<file path="src/ebcmt_pkg.sv">
package ebcmt_pkg;

    // Register offsets as printed, and the Avalon word index that each one maps to.
    localparam logic [23:0] OFS_TIMER_CONTROL = 24'hFFFF68;
    localparam logic [23:0] OFS_TIMER_FLAGS = 24'hFFFF6A;
    localparam logic [23:0] OFS_PERIOD_COMPARE = 24'hFFFF6C;
    localparam logic [23:0] OFS_LOW_WIDTH_COMPARE = 24'hFFFF6E;
    localparam logic [23:0] OFS_UP_COUNTER = 24'hFFFF70;
    localparam logic [7:0] IDX_TIMER_CONTROL = OFS_TIMER_CONTROL[7:0];
    localparam logic [7:0] IDX_TIMER_FLAGS = OFS_TIMER_FLAGS[7:0];
    localparam logic [7:0] IDX_PERIOD_COMPARE = OFS_PERIOD_COMPARE[7:0];
    localparam logic [7:0] IDX_LOW_WIDTH_COMPARE = OFS_LOW_WIDTH_COMPARE[7:0];
    localparam logic [7:0] IDX_UP_COUNTER = OFS_UP_COUNTER[7:0];
    // Channel 1 sits one index above the channel 0 copy of each register.
    localparam logic [7:0] IDX_CHAN1_STEP = 8'h01;

    // Reset values, then the counter limit and count step.
    localparam logic [7:0] RST_TIMER_CONTROL = 8'h00;
    localparam logic [7:0] RST_TIMER_FLAGS = 8'h00;
    localparam logic [7:0] RST_COMPARE = 8'hFF;
    localparam logic [7:0] RST_UP_COUNTER = 8'h00;
    localparam logic [7:0] COUNT_MAX = 8'hFF;
    localparam logic [7:0] COUNT_STEP = 8'h01;

    // Timer control fields.
    localparam int CTL_MATCH_B_IRQ_ENABLE = 7;
    localparam int CTL_MATCH_A_IRQ_ENABLE = 6;
    localparam int CTL_OVERFLOW_IRQ_ENABLE = 5;
    localparam int CTL_CLEAR_SELECT_HI = 4;
    localparam int CTL_CLEAR_SELECT_LO = 3;
    localparam int CTL_CLOCK_SELECT_2 = 2;
    localparam int CTL_CLOCK_SELECT_0 = 0;

    // Flag and output register fields.
    localparam int STA_MATCH_B_FLAG = 7;
    localparam int STA_MATCH_A_FLAG = 6;
    localparam int STA_OVERFLOW_FLAG = 5;
    localparam int STA_CONVERSION_TRIGGER_ENABLE = 4;
    localparam int STA_MATCH_B_ACTION_HI = 3;
    localparam int STA_MATCH_B_ACTION_LO = 2;
    localparam int STA_MATCH_A_ACTION_HI = 1;
    localparam int STA_MATCH_A_ACTION_LO = 0;
    localparam int STA_FLAGS_LO = 5;
    localparam int STA_CTRL_HI = 4;

    // Prescaler ratios of the system clock.
    localparam int DIV_FAST = 8;
    localparam int DIV_MID = 64;
    localparam int DIV_SLOW = 8192;

    // Count clock selection.
    typedef enum logic [2:0] {
        CKS_STOP = 3'h0,
        CKS_DIV_FAST = 3'h1,
        CKS_DIV_MID = 3'h2,
        CKS_DIV_SLOW = 3'h3,
        CKS_CASCADE = 3'h4
    } ebcmt_clock_select_t;

    // Counter clear selection.
    typedef enum logic [1:0] {
        CLR_NONE = 2'h0,
        CLR_MATCH_A = 2'h1,
        CLR_MATCH_B = 2'h2,
        CLR_EXTERNAL = 2'h3
    } ebcmt_clear_select_t;

    // Output pin action on a compare match.
    typedef enum logic [1:0] {
        ACT_KEEP = 2'h0,
        ACT_LOW = 2'h1,
        ACT_HIGH = 2'h2,
        ACT_TOGGLE = 2'h3
    } ebcmt_action_t;

    // Register kinds reached through the bus.
    typedef enum logic [2:0] {
        KIND_NONE = 3'h0,
        KIND_CONTROL = 3'h1,
        KIND_FLAGS = 3'h2,
        KIND_CMP_A = 3'h3,
        KIND_CMP_B = 3'h4,
        KIND_COUNTER = 3'h5
    } ebcmt_kind_t;

endpackage : ebcmt_pkg

</file>
<file path="src/ebcmt_prescaler.sv">
`timescale 1ns/10ps
`default_nettype none

module ebcmt_prescaler #(
    parameter int DIV_FAST = ebcmt_pkg::DIV_FAST,
    parameter int DIV_MID = ebcmt_pkg::DIV_MID,
    parameter int DIV_SLOW = ebcmt_pkg::DIV_SLOW
) (
    // Clock and reset.
    input wire logic i_ref_clk,
    input wire logic i_rstn,
    // One-cycle enables, one per ratio.
    output logic o_tick_fast,
    output logic o_tick_mid,
    output logic o_tick_slow
);

    localparam int W = $clog2(DIV_SLOW);
    localparam logic [W-1:0] MASK_FAST = W'(DIV_FAST - 1);
    localparam logic [W-1:0] MASK_MID = W'(DIV_MID - 1);
    localparam logic [W-1:0] MASK_SLOW = W'(DIV_SLOW - 1);

    typedef struct packed {
        logic [W-1:0] count;
        logic fast;
        logic mid;
        logic slow;
    } ebcmt_psc_state_t;

    ebcmt_psc_state_t s;
    ebcmt_psc_state_t n;

    // Free-running count; each enable marks the last cycle of its period,
    // which stands for the falling edge of the divided clock.
    always_comb begin
        n = s;
        n.count = s.count + W'(1);
        n.fast = (s.count & MASK_FAST) == MASK_FAST;
        n.mid = (s.count & MASK_MID) == MASK_MID;
        n.slow = s.count == MASK_SLOW;
    end

    // State register.
    always_ff @(posedge i_ref_clk) begin
        if (!i_rstn) begin
            s <= '0;
        end else begin
            s <= n;
        end
    end

    assign o_tick_fast = s.fast;
    assign o_tick_mid = s.mid;
    assign o_tick_slow = s.slow;

endmodule : ebcmt_prescaler

`default_nettype wire

</file>
<file path="src/ebcmt_top.sv">
`timescale 1ns/10ps
`default_nettype none

module ebcmt_top #(
    parameter int DIV_FAST = ebcmt_pkg::DIV_FAST,
    parameter int DIV_MID = ebcmt_pkg::DIV_MID,
    parameter int DIV_SLOW = ebcmt_pkg::DIV_SLOW
) (
    // Clock and reset.
    input wire logic i_ref_clk,
    input wire logic i_rstn,
    // Avalon-MM slave, word addressed.
    input wire logic [7:0] i_avs_address,
    input wire logic i_avs_read,
    input wire logic i_avs_write,
    input wire logic [31:0] i_avs_writedata,
    input wire logic [3:0] i_avs_byteenable,
    output logic [31:0] o_avs_readdata,
    output logic o_avs_waitrequest,
    // External counter reset inputs, one per channel.
    input wire logic [1:0] i_ext_reset,
    // Timer output pins, one per channel.
    output logic [1:0] o_timer_output_pin,
    // Interrupt requests, one per source and channel.
    output logic [1:0] o_match_a_request,
    output logic [1:0] o_match_b_request,
    output logic [1:0] o_overflow_request,
    // Conversion start pulses, one per channel.
    output logic [1:0] o_conversion_start
);

    typedef struct packed {
        logic [1:0][7:0] timer_control;
        logic [1:0][7:0] timer_flags_and_output;
        logic [1:0][7:0] period_compare;
        logic [1:0][7:0] low_width_compare;
        logic [1:0][7:0] up_counter;
        logic [1:0] eq_a_prev;
        logic [1:0] eq_b_prev;
        logic [1:0] ext_prev;
        logic [1:0] pin;
        logic [1:0] req_a;
        logic [1:0] req_b;
        logic [1:0] req_ov;
        logic [1:0] conv;
        logic waitreq;
        logic [31:0] rdata;
    } ebcmt_state_t;

    ebcmt_state_t s;
    ebcmt_state_t next_s;

    logic tick_fast;
    logic tick_mid;
    logic tick_slow;

    // Prescaler that feeds every selectable internal count rate.
    ebcmt_prescaler #(
        .DIV_FAST(DIV_FAST),
        .DIV_MID(DIV_MID),
        .DIV_SLOW(DIV_SLOW)
    ) u_prescaler (
        .i_ref_clk(i_ref_clk),
        .i_rstn(i_rstn),
        .o_tick_fast(tick_fast),
        .o_tick_mid(tick_mid),
        .o_tick_slow(tick_slow)
    );

    // Maps a word index to a register kind, with the channel bit masked off.
    function automatic ebcmt_pkg::ebcmt_kind_t kind_of(input logic [7:0] a);
        logic [7:0] b;
        b = a & ~ebcmt_pkg::IDX_CHAN1_STEP;
        if (b == ebcmt_pkg::IDX_TIMER_CONTROL) begin
            kind_of = ebcmt_pkg::KIND_CONTROL;
        end else if (b == ebcmt_pkg::IDX_TIMER_FLAGS) begin
            kind_of = ebcmt_pkg::KIND_FLAGS;
        end else if (b == ebcmt_pkg::IDX_PERIOD_COMPARE) begin
            kind_of = ebcmt_pkg::KIND_CMP_A;
        end else if (b == ebcmt_pkg::IDX_LOW_WIDTH_COMPARE) begin
            kind_of = ebcmt_pkg::KIND_CMP_B;
        end else if (b == ebcmt_pkg::IDX_UP_COUNTER) begin
            kind_of = ebcmt_pkg::KIND_COUNTER;
        end else begin
            kind_of = ebcmt_pkg::KIND_NONE;
        end
    endfunction : kind_of

    // Applies one compare-match action to the pin level.
    function automatic logic apply_action(input logic level, input logic [1:0] act);
        case (act)
            ebcmt_pkg::ACT_LOW: apply_action = 1'b0;
            ebcmt_pkg::ACT_HIGH: apply_action = 1'b1;
            ebcmt_pkg::ACT_TOGGLE: apply_action = ~level;
            default: apply_action = level;
        endcase
    endfunction : apply_action

    // Whole-block next state: bus, compare, count, flags, pin and requests.
    always_comb begin
        ebcmt_pkg::ebcmt_kind_t kind;
        logic lane0_ch1;
        logic req;
        logic accept;
        logic [1:0] wr_en;
        logic [1:0][7:0] wr_byte;
        logic [1:0] eq_a;
        logic [1:0] eq_b;
        logic [1:0] ev_a;
        logic [1:0] ev_b;
        logic [1:0] tick;
        logic [1:0] ovf;
        logic [1:0] clr;
        logic [2:0] cks;
        logic [1:0] ccl;
        logic [1:0][7:0] rd_byte;
        next_s = s;
        kind = kind_of(i_avs_address);
        lane0_ch1 = (i_avs_address & ebcmt_pkg::IDX_CHAN1_STEP) != 8'h00;
        req = i_avs_read | i_avs_write;
        accept = req & ~s.waitreq;
        wr_en = 2'b00;
        wr_byte = '0;
        eq_a = 2'b00;
        eq_b = 2'b00;
        ev_a = 2'b00;
        ev_b = 2'b00;
        tick = 2'b00;
        ovf = 2'b00;
        clr = 2'b00;
        cks = 3'h0;
        ccl = 2'h0;
        rd_byte = '0;

        // Byte lane steering: at a channel 0 index lane 1 reaches channel 1,
        // which makes every register pair one 16-bit word.
        if (kind != ebcmt_pkg::KIND_NONE) begin
            if (lane0_ch1) begin
                wr_en[1] = i_avs_write & i_avs_byteenable[0];
                wr_byte[1] = i_avs_writedata[7:0];
            end else begin
                wr_en[0] = i_avs_write & i_avs_byteenable[0];
                wr_byte[0] = i_avs_writedata[7:0];
                wr_en[1] = i_avs_write & i_avs_byteenable[1];
                wr_byte[1] = i_avs_writedata[15:8];
            end
        end

        // Equality detect, blocked while a write to that compare is pending.
        for (int c = 0; c < 2; c++) begin
            eq_a[c] = (s.up_counter[c] == s.period_compare[c])
                && !(wr_en[c] && kind == ebcmt_pkg::KIND_CMP_A);
            eq_b[c] = (s.up_counter[c] == s.low_width_compare[c])
                && !(wr_en[c] && kind == ebcmt_pkg::KIND_CMP_B);
            ev_a[c] = eq_a[c] & ~s.eq_a_prev[c];
            ev_b[c] = eq_b[c] & ~s.eq_b_prev[c];
            next_s.eq_a_prev[c] = eq_a[c];
            next_s.eq_b_prev[c] = eq_b[c];
        end

        // Count enables; cascade lets channel 1 count on channel 0 match A
        // and channel 0 count on channel 1 overflow.
        for (int k = 1; k >= 0; k--) begin
            cks = s.timer_control[k][ebcmt_pkg::CTL_CLOCK_SELECT_2:ebcmt_pkg::CTL_CLOCK_SELECT_0];
            ccl = s.timer_control[k][ebcmt_pkg::CTL_CLEAR_SELECT_HI:ebcmt_pkg::CTL_CLEAR_SELECT_LO];
            case (cks)
                ebcmt_pkg::CKS_DIV_FAST: tick[k] = tick_fast;
                ebcmt_pkg::CKS_DIV_MID: tick[k] = tick_mid;
                ebcmt_pkg::CKS_DIV_SLOW: tick[k] = tick_slow;
                ebcmt_pkg::CKS_CASCADE: tick[k] = (k == 1) ? ev_a[0] : ovf[1];
                default: tick[k] = 1'b0;
            endcase
            // At most one clear source applies, by the clear-select field; CLR_NONE selects none.
            case (ccl)
                ebcmt_pkg::CLR_MATCH_A: clr[k] = tick[k] && eq_a[k];
                ebcmt_pkg::CLR_MATCH_B: clr[k] = tick[k] && eq_b[k];
                ebcmt_pkg::CLR_EXTERNAL: clr[k] = i_ext_reset[k] & ~s.ext_prev[k];
                default: clr[k] = 1'b0;
            endcase
            ovf[k] = tick[k] && !clr[k] && s.up_counter[k] == ebcmt_pkg::COUNT_MAX;
        end

        // Per-channel registers, flags, pin and requests.
        for (int c = 0; c < 2; c++) begin
            next_s.ext_prev[c] = i_ext_reset[c];

            // A bus write wins over counting; a clear wins over an increment.
            if (accept && wr_en[c] && kind == ebcmt_pkg::KIND_COUNTER) begin
                next_s.up_counter[c] = wr_byte[c];
            end else if (clr[c]) begin
                next_s.up_counter[c] = ebcmt_pkg::RST_UP_COUNTER;
            end else if (tick[c]) begin
                next_s.up_counter[c] = s.up_counter[c] + ebcmt_pkg::COUNT_STEP;
            end

            if (accept && wr_en[c] && kind == ebcmt_pkg::KIND_CMP_A) begin
                next_s.period_compare[c] = wr_byte[c];
            end
            if (accept && wr_en[c] && kind == ebcmt_pkg::KIND_CMP_B) begin
                next_s.low_width_compare[c] = wr_byte[c];
            end
            if (accept && wr_en[c] && kind == ebcmt_pkg::KIND_CONTROL) begin
                next_s.timer_control[c] = wr_byte[c];
            end

            // Software writes the low control bits and may only clear flags
            // by writing zero; a flag set in the same cycle still wins.
            if (accept && wr_en[c] && kind == ebcmt_pkg::KIND_FLAGS) begin
                next_s.timer_flags_and_output[c][ebcmt_pkg::STA_CTRL_HI:0] =
                    wr_byte[c][ebcmt_pkg::STA_CTRL_HI:0];
                next_s.timer_flags_and_output[c][7:ebcmt_pkg::STA_FLAGS_LO] =
                    s.timer_flags_and_output[c][7:ebcmt_pkg::STA_FLAGS_LO]
                    & wr_byte[c][7:ebcmt_pkg::STA_FLAGS_LO];
            end
            if (ev_b[c]) begin
                next_s.timer_flags_and_output[c][ebcmt_pkg::STA_MATCH_B_FLAG] = 1'b1;
            end
            if (ev_a[c]) begin
                next_s.timer_flags_and_output[c][ebcmt_pkg::STA_MATCH_A_FLAG] = 1'b1;
            end
            if (ovf[c]) begin
                next_s.timer_flags_and_output[c][ebcmt_pkg::STA_OVERFLOW_FLAG] = 1'b1;
            end

            // Pin: match B action first, then match A, so A wins a tie.
            next_s.pin[c] = s.pin[c];
            if (ev_b[c]) begin
                next_s.pin[c] = apply_action(s.pin[c],
                    s.timer_flags_and_output[c][ebcmt_pkg::STA_MATCH_B_ACTION_HI:
                                                ebcmt_pkg::STA_MATCH_B_ACTION_LO]);
            end
            if (ev_a[c]) begin
                next_s.pin[c] = apply_action(next_s.pin[c],
                    s.timer_flags_and_output[c][ebcmt_pkg::STA_MATCH_A_ACTION_HI:
                                                ebcmt_pkg::STA_MATCH_A_ACTION_LO]);
            end

            // Requests follow the flags gated by their enables.
            next_s.req_b[c] = next_s.timer_flags_and_output[c][ebcmt_pkg::STA_MATCH_B_FLAG]
                & next_s.timer_control[c][ebcmt_pkg::CTL_MATCH_B_IRQ_ENABLE];
            next_s.req_a[c] = next_s.timer_flags_and_output[c][ebcmt_pkg::STA_MATCH_A_FLAG]
                & next_s.timer_control[c][ebcmt_pkg::CTL_MATCH_A_IRQ_ENABLE];
            next_s.req_ov[c] = next_s.timer_flags_and_output[c][ebcmt_pkg::STA_OVERFLOW_FLAG]
                & next_s.timer_control[c][ebcmt_pkg::CTL_OVERFLOW_IRQ_ENABLE];
            next_s.conv[c] = ev_a[c]
                & s.timer_flags_and_output[c][ebcmt_pkg::STA_CONVERSION_TRIGGER_ENABLE];

            // Read value of this channel for the addressed register kind.
            case (kind)
                ebcmt_pkg::KIND_CONTROL: rd_byte[c] = s.timer_control[c];
                ebcmt_pkg::KIND_FLAGS: rd_byte[c] = s.timer_flags_and_output[c];
                ebcmt_pkg::KIND_CMP_A: rd_byte[c] = s.period_compare[c];
                ebcmt_pkg::KIND_CMP_B: rd_byte[c] = s.low_width_compare[c];
                ebcmt_pkg::KIND_COUNTER: rd_byte[c] = s.up_counter[c];
                default: rd_byte[c] = 8'h00;
            endcase
        end

        // Bus handshake: one wait cycle, then the accept cycle. Read data
        // are captured as the request is first seen; unmapped reads give zero.
        next_s.waitreq = 1'b1;
        if (req && s.waitreq) begin
            next_s.waitreq = 1'b0;
            if (i_avs_read) begin
                if (lane0_ch1) begin
                    next_s.rdata = {24'h000000, rd_byte[1]};
                end else begin
                    next_s.rdata = {16'h0000, rd_byte[1], rd_byte[0]};
                end
            end
        end
    end

    // State register.
    always_ff @(posedge i_ref_clk) begin
        if (!i_rstn) begin
            s.timer_control <= {2{ebcmt_pkg::RST_TIMER_CONTROL}};
            s.timer_flags_and_output <= {2{ebcmt_pkg::RST_TIMER_FLAGS}};
            s.period_compare <= {2{ebcmt_pkg::RST_COMPARE}};
            s.low_width_compare <= {2{ebcmt_pkg::RST_COMPARE}};
            s.up_counter <= {2{ebcmt_pkg::RST_UP_COUNTER}};
            s.eq_a_prev <= 2'h0;
            s.eq_b_prev <= 2'h0;
            s.ext_prev <= 2'h0;
            s.pin <= 2'h0;
            s.req_a <= 2'h0;
            s.req_b <= 2'h0;
            s.req_ov <= 2'h0;
            s.conv <= 2'h0;
            s.waitreq <= 1'b1;
            s.rdata <= 32'h00000000;
        end else begin
            s <= next_s;
        end
    end

    // Outputs straight from the state register.
    assign o_avs_readdata = s.rdata;
    assign o_avs_waitrequest = s.waitreq;
    assign o_timer_output_pin = s.pin;
    assign o_match_a_request = s.req_a;
    assign o_match_b_request = s.req_b;
    assign o_overflow_request = s.req_ov;
    assign o_conversion_start = s.conv;

endmodule : ebcmt_top

`default_nettype wire

</file>
<file path="config.mk">
export PLATFORM = sky130hd
export DESIGN_NAME = ebcmt_top
export DESIGN_NICKNAME = d
export VERILOG_FILES = /design/src/ebcmt_pkg.sv /design/src/ebcmt_prescaler.sv /design/src/ebcmt_top.sv
export SDC_FILE = /design/constraint.sdc
export NUM_CORES = 1
export LEC_CHECK = 0
export BUFFER_PORTS_ARGS = -buffer_cell sky130_fd_sc_hd__buf_2
export CAP_MARGIN = 20
export CORE_ASPECT_RATIO = 1.75
export CORE_MARGIN = 5
export CORE_UTILIZATION = 45
export DETAILED_ROUTE_END_ITERATION = 16
export PLACE_DENSITY = 0.7
export RECOVER_POWER = 50
export SLEW_MARGIN = 10
export SYNTH_ARGS = -nofsm -noshare
export SYNTH_HDL_FRONTEND = slang
export SYNTH_SLANG_ARGS = --single-unit
</file>
<file path="constraint.sdc">
create_clock -name i_ref_clk -period 4.2 [get_ports i_ref_clk]
set_input_delay 0.42 -clock i_ref_clk [delete_from_list [all_inputs] [get_ports i_ref_clk]]
set_output_delay 0.42 -clock i_ref_clk [all_outputs]
set_load 0.01 [all_outputs]
</file>
======== Yosys cells after proc, flatten, opt, wreduce, memory -nomap -nowiden ========
Index checks and enable logic that the tools add are counted.
cells by class
  eq/ne operators ......................... 45
  bitwise operators ....................... 31
  reductions and logical operators ........ 39
  add/sub/neg operators ................... 3
  mux-type cells .......................... 44
operators by type and width
  kind                                           number
  2-to-1 mux 8 bit                               12
  one-hot mux 8 bit (5 select lines)             2
  == test 7 x 6 -> 1 bit, second input constant  5
  2-to-1 mux 33 bit                              1
  == test 8 bit                                  4
  2-to-1 mux 16 bit                              2
  2-to-1 mux 32 bit                              1
  logical AND 1 bit                              29
  == test 2 bit, second input constant           12
  == test 3 x 2 -> 1 bit, second input constant  6
  one-hot mux 1 bit (3 select lines)             6
  bitwise AND 1 bit                              17
  adder 8 x 1 -> 8 bit, second input constant    2
  == test 8 bit, second input constant           2
  == test 3 bit, second input constant           5
  2-to-1 mux 3 bit                               5
  adder 13 x 1 -> 13 bit, second input constant  1
  == test 13 bit, second input constant          1
  == test 2 x 1 -> 1 bit, second input constant  6
  2-to-1 mux 1 bit                               12
  NOT 1 bit                                      11
  == test 3 x 1 -> 1 bit, second input constant  3
  nonzero test 3 bit                             3
  one-hot mux 1 bit (4 select lines)             2
  6 further kinds                                12
word-level totals
  word-level logic and storage cells ...... 190
  bits in registers ....................... 145
  input port bits ......................... 50
  output and inout bits ................... 43

======== Logic depth before layout (Yosys ltp) ========
  word-level depth ........................ 26
  depth in mapped cells ................... 11
  gate-level depth less buffers ........... 8

======== Cells and area by module ========
Synthesis repeated with hierarchy kept, for this count alone.
unflattened totals
  cell total of the unflattened synthesis .. 822
  area total of the unflattened synthesis .. 6890.4 sq um
by module, submodules not included
  module           cells an instance  sequential area each (sq um)  area an instance (sq um)  instances
  ebcmt_top        754                2262.2                        6243.5                    1
  ebcmt_prescaler  68                 320.3                         646.9                     1

======== Least setup slack after synthesis ========
OpenSTA, ideal clock, no wires.
  path kind ............................... input -> register
  from .................................... input i_avs_address[2]
  to ...................................... register s[50] (netlist bit)
  data arrival time ....................... 2.201 ns
  cell stages on the path ................. 8
  required time ........................... 4.078 ns
  library setup time ...................... 0.122 ns
  buffers on the path ..................... 1
  setup slack ............................. 1.878 ns
  cell sequence ........................... or4b_4 > or2_4 > nor4_4 > nand2b_1 > buf_6 > nor2_2 > and2_1 > a221o_1
on the way
  word-level cells in the longest chain between the ends .. 23
  elaborated cells on any way between the ends .. 45
  those cells by class .................... 8 x eq/ne; 13 x mux; 1 x bitwise; 23 x reduce/logical
RTL lines
  what                                         RTL line                            text
  start: declaration                           ebcmt_top.sv:13                     input wire logic [7:0] i_avs_address,
  == test 7 x 6 -> 1 bit                       ebcmt_top.sv:82                     end else if (b == ebcmt_pkg::IDX_UP_COUNTER) begin
  2-to-1 mux 3 bit                             ebcmt_top.sv:82
  2-to-1 mux 3 bit                             ebcmt_top.sv:80                     end else if (b == ebcmt_pkg::IDX_LOW_WIDTH_COMPARE) begin
  2-to-1 mux 3 bit                             ebcmt_top.sv:78                     end else if (b == ebcmt_pkg::IDX_PERIOD_COMPARE) begin
  2-to-1 mux 3 bit                             ebcmt_top.sv:76                     end else if (b == ebcmt_pkg::IDX_TIMER_FLAGS) begin
  2-to-1 mux 3 bit *                           ebcmt_top.sv:74                     if (b == ebcmt_pkg::IDX_TIMER_CONTROL) begin
  nonzero test 3 bit                           ebcmt_top.sv:137                    if (kind != ebcmt_pkg::KIND_NONE) begin
  2-to-1 mux 2 bit                             ebcmt_top.sv:137
  [... 6 more ...]                             n/a
  one-hot mux 1 bit (3 select lines)           ebcmt_top.sv:174                    case (ccl)
  logical NOT 1 bit                            ebcmt_top.sv:180                    ovf[k] = tick[k] && !clr[k] && s.up_counter[k] == ebcmt_pkg::COUNT_MAX;
  logical AND 1 bit (2 in a row)               ebcmt_top.sv:180
  one-hot mux 1 bit (4 select lines)           ebcmt_top.sv:166                    case (cks)
  logical AND 1 bit, on equally long branches  ebcmt_top.sv:176, ebcmt_top.sv:175
  one-hot mux 1 bit (3 select lines)           ebcmt_top.sv:174
  2-to-1 mux 8 bit                             ebcmt_top.sv:190                    end else if (clr[c]) begin
  2-to-1 mux 8 bit                             ebcmt_top.sv:188                    if (accept && wr_en[c] && kind == ebcmt_pkg::KIND_COUNTER) begin
  end signal: assignment                       ebcmt_top.sv:293                    s <= next_s;
  end: declaration                             ebcmt_top.sv:50                     ebcmt_state_t s;
Mark *: on every way between the ends. The rest lies on a longest branch, timed or not.
A chain may end at the register's enable or synchronous reset.

======== Worst setup path in the final report ========
  from .................................... input i_avs_address[0]
  to ...................................... register s[49] (netlist bit)
on the way
  word-level cells in the longest chain between the ends .. 17
  elaborated cells on any way between the ends .. 34
  those cells by class .................... 11 x mux; 1 x bitwise; 22 x reduce/logical
RTL lines
  what                                         RTL line                            text
  2-to-1 mux 1 bit                             ebcmt_top.sv:138                    if (lane0_ch1) begin
  2-to-1 mux 2 bit                             ebcmt_top.sv:137
  logical AND 1 bit                            ebcmt_top.sv:152                    && !(wr_en[c] && kind == ebcmt_pkg::KIND_CMP_A);
  logical NOT 1 bit                            ebcmt_top.sv:152
  logical AND 1 bit                            ebcmt_top.sv:152
  bitwise AND 1 bit                            ebcmt_top.sv:155                    ev_a[c] = eq_a[c] & ~s.eq_a_prev[c];
  one-hot mux 1 bit (4 select lines)           ebcmt_top.sv:166
  logical AND 1 bit, on equally long branches  ebcmt_top.sv:176, ebcmt_top.sv:175
  one-hot mux 1 bit (3 select lines)           ebcmt_top.sv:174
  logical NOT 1 bit                            ebcmt_top.sv:180
  logical AND 1 bit (2 in a row)               ebcmt_top.sv:180
  one-hot mux 1 bit (4 select lines)           ebcmt_top.sv:166
  logical AND 1 bit, on equally long branches  ebcmt_top.sv:176, ebcmt_top.sv:175
  one-hot mux 1 bit (3 select lines)           ebcmt_top.sv:174
  2-to-1 mux 8 bit                             ebcmt_top.sv:190
  2-to-1 mux 8 bit                             ebcmt_top.sv:188
Parallel ways exist; a longest one is shown, timed or not.

==> out/results.ini <==
[clock_network]
root_buffer=clkbuf_16
clk_path_buf_depth=2
clock_latency_ps=430
cts.repair.resized=0
cts-hold-fix-buffers=0
cts-buffers-inserted=17
cts_tree=built
post-cts-setup-buffers=0
clock_sinks=129
clk_pin_slew_worst_paths_ps=60
h-tree-depth=4

[synthesis]
ys_ff_latch=129
synthesis.area_um2=6910
avgSynthCellArea_um2=8.70
synth-seq-area-share_pct=37.4
async_flop_share_pct=0
yosysWarnings=0
synthFlopType=dfxtp_1
ys_types=69
synth-edff-count=0
synthCells=794

[timing]
rsz0062_at_grt=false
layout_min_cycle_time_ps=3210
tightest_slew_ps=1460
finalCritPeriodShare_pct=76.5
skew_ps=10.7
setup_viol=0
report.final.hold_viol_count=0
setup_tns_ps=0
slew_violations=0
fin_hold_ws_ps=222
fmax_ghz=0.311
maxSlewHeadroom_pct=2.75

[power_and_ir_drop]
p_int_w=0.00219
peakVddDrop_mv=0.156
power_switching_w=0.000727
p_leak_nw=3.04
clockPowerShare_pct=52.4
power_frac_comb_pct=5.0
p_sw_share_pct=24.9
seqPwrFrac_pct=42.6
p_per_area_nw_per_um2=385

[placement]
dp.cells=970
hpwlAfterDp_mm=15.3
placed_area_um2=7000
port_buffers=58
gp_congestion=0.964

[floorplan]
start_util_pct=45.3
io_pins=93
fp.dieH_um=174
dieArea_um2=18000
core_um2=15200
num_rows=60
die_x_um=104

[detailed_routing]
routed_wl_mm=20.5
drc=0
drt-wirelength-per-cell_um=20.5
num_vias=5942
drtAntennaViolNets=0
avgViaCountPerCell=5.93
detail_route.first_pass.iterations=5
drt-initial-drc-count=393

[setup_path]
crit_path_start_kind=input pin
critical_path_required_ps=4540
worst-r2r-setup-slack_ps=1450
crit_type=in2reg
worstReg2RegStart=s[54]
r2r_cells=8
r2r-end=s[50]
worstPathArrival_ps=3550
critPathCaptureType=flop
path_max_fanout=22

[layout]
stdcell_count=1002
final_layout_size_suffix_gt1_share_pct=12.6
syn2layout_area_growth_pct=9.45
antenna_cells=0
finalInstanceArea_um2=7560
fin_nets=863
fin_util_pct=49.6

[global_route]
grt_max_degree=52
grt_overflow=0
grt_pass1_wl_mm=32.0
antenna_found_initial=0
grt_pass1_vias=5980
grt_usage_pct=22.6

[worst_hold_path]
holdCritPathClass=in2reg
hold_start=i_ext_reset[1]
min_to=s[44]
whs_path_depth=2

[run]
drv_cap=0

[run_status]
run_status=complete, no violations

worst max-delay path, stage by stage:
cell and delay [ps]:
clkbuf_1 1030, mux2_1 430, nand4_1 150, nand4_1 150
a31oi_2 390, o41ai_4 120, buf_4 220, or4_1 520
o211ai_1 100
power groups by stage:
stage | Clock, W | Combinational, W | Sequential, W
floorplan | 0 | 0.000109 | 0.00127
global placement | 0 | 0.000146 | 0.00127
detailed placement | 0 | 0.000147 | 0.00127
CTS | 0.00154 | 0.000147 | 0.00124
global route | 0.00160 | 0.000160 | 0.00124
finish | 0.00153 | 0.000147 | 0.00124
layer usage:
layer / routed length [um] / GRT usage [%] / vias to the layer above
met5: 0 / 0 / -
met2: 10700 / 39.9 / 231
met3: 978 / 4.53 / 90
met1: 7070 / 22.0 / 2837
li1: - / - / 2784
met4: 1810 / 19.4 / 0
flip-flops by register name (all words and copies together), names as in the netlist:
name / flops
o_match_a_request: 2
u_prescaler.s: 13
u_prescaler.o_tick_fast: 1
o_avs_readdata: 16
u_prescaler.o_tick_mid: 1
s: 86
o_timer_output_pin: 2
o_overflow_request: 2
o_conversion_start: 2
u_prescaler.o_tick_slow: 1
o_avs_waitrequest: 1
o_match_b_request: 2
how the worst max path moves through the flow:
stage                           startpoint               endpoint  slack (ps)  depth (start not counted)
after floorplan           i_avs_address[2]                  s[50]        1880                          8
after global placement    i_avs_address[1]  o_overflow_request[0]        1120                          8
after detailed placement  i_avs_address[1]  o_overflow_request[0]        1090                          8
after CTS                            s[54]                  s[50]        1490                          8
after global routing      i_avs_address[0]                  s[49]         870                          9
final                     i_avs_address[0]                  s[49]         990                          9
layout make-up:
class | instances | area (um^2)
Fill cell | 1499 | 7680
Multi-Input combinational cell | 573 | 3770
Sequential cell | 129 | 2580
Clock buffer | 18 | 439
Timing Repair Buffer | 66 | 310
Tap cell | 186 | 233
Clock inverter | 14 | 166
Inverter | 16 | 60.1
stage by stage:
step | power (W) | worst slack, ps
6_report | 0.00291 | 986
5_1_grt | 0.00300 | 867
4_1_cts | 0.00293 | 1490
3_5_place_dp | 0.00141 | 1090
3_3_place_gp | 0.00141 | 1120
2_1_floorplan | 0.00137 | 1880
cell families after synthesis:
logic type | after synthesis | share of synthesized area, %
AO/OA/AOI/OAI | 152 | 16.0
XOR/XNOR | 47 | 5.96
adder cells (fa/ha/maj) | 10 | 1.81
buffers and inverters | 107 | 8.93
flip-flops | 129 | 37.4
multiplexers | 53 | 8.22
other | 1 | 0.0543
AND/OR/NAND/NOR | 295 | 21.6
cells in the final DEF (no fill, tap or decap), types with 24 or more instances in the layout:
| cell | n |
|---|---|
| a21oi_1 | 24 |
| a22oi_1 | 27 |
| buf_2 | 29 |
| clkbuf_1 | 30 |
| dfxtp_1 | 129 |
| mux2i_1 | 41 |
| nand2_1 | 65 |
| nor2_1 | 101 |
| xor2_1 | 42 |
synthesized netlist by cell type, types with 4 or more instances:
cell | number | area (um^2)
dfxtp_1 | 129 | 2580
nor2_1 | 101 | 379
nand2_1 | 65 | 244
buf_4 | 45 | 338
xor2_1 | 42 | 368
mux2i_1 | 41 | 410
clkbuf_1 | 30 | 113
a22oi_1 | 27 | 203
and2_1 | 25 | 156
a21oi_1 | 24 | 120
o211ai_1 | 23 | 173
o21ai_0 | 21 | 105
nand3_1 | 20 | 100
inv_1 | 16 | 60.1
nor3_1 | 16 | 80.1
nand4_1 | 12 | 75.1
o311ai_0 | 12 | 105
and3_1 | 11 | 68.8
ha_1 | 10 | 125
mux2_2 | 10 | 113
a221oi_1 | 8 | 70.1
a31oi_1 | 6 | 37.5
buf_2 | 6 | 30.0
buf_6 | 5 | 56.3
nand3b_1 | 5 | 37.5
nor4_1 | 5 | 31.3
xnor2_1 | 5 | 43.8
buf_1 | 4 | 15.0
nor4_2 | 4 | 50.1
o32ai_1 | 4 | 35.0
Note: power is estimated with default switching activity, not from simulation.
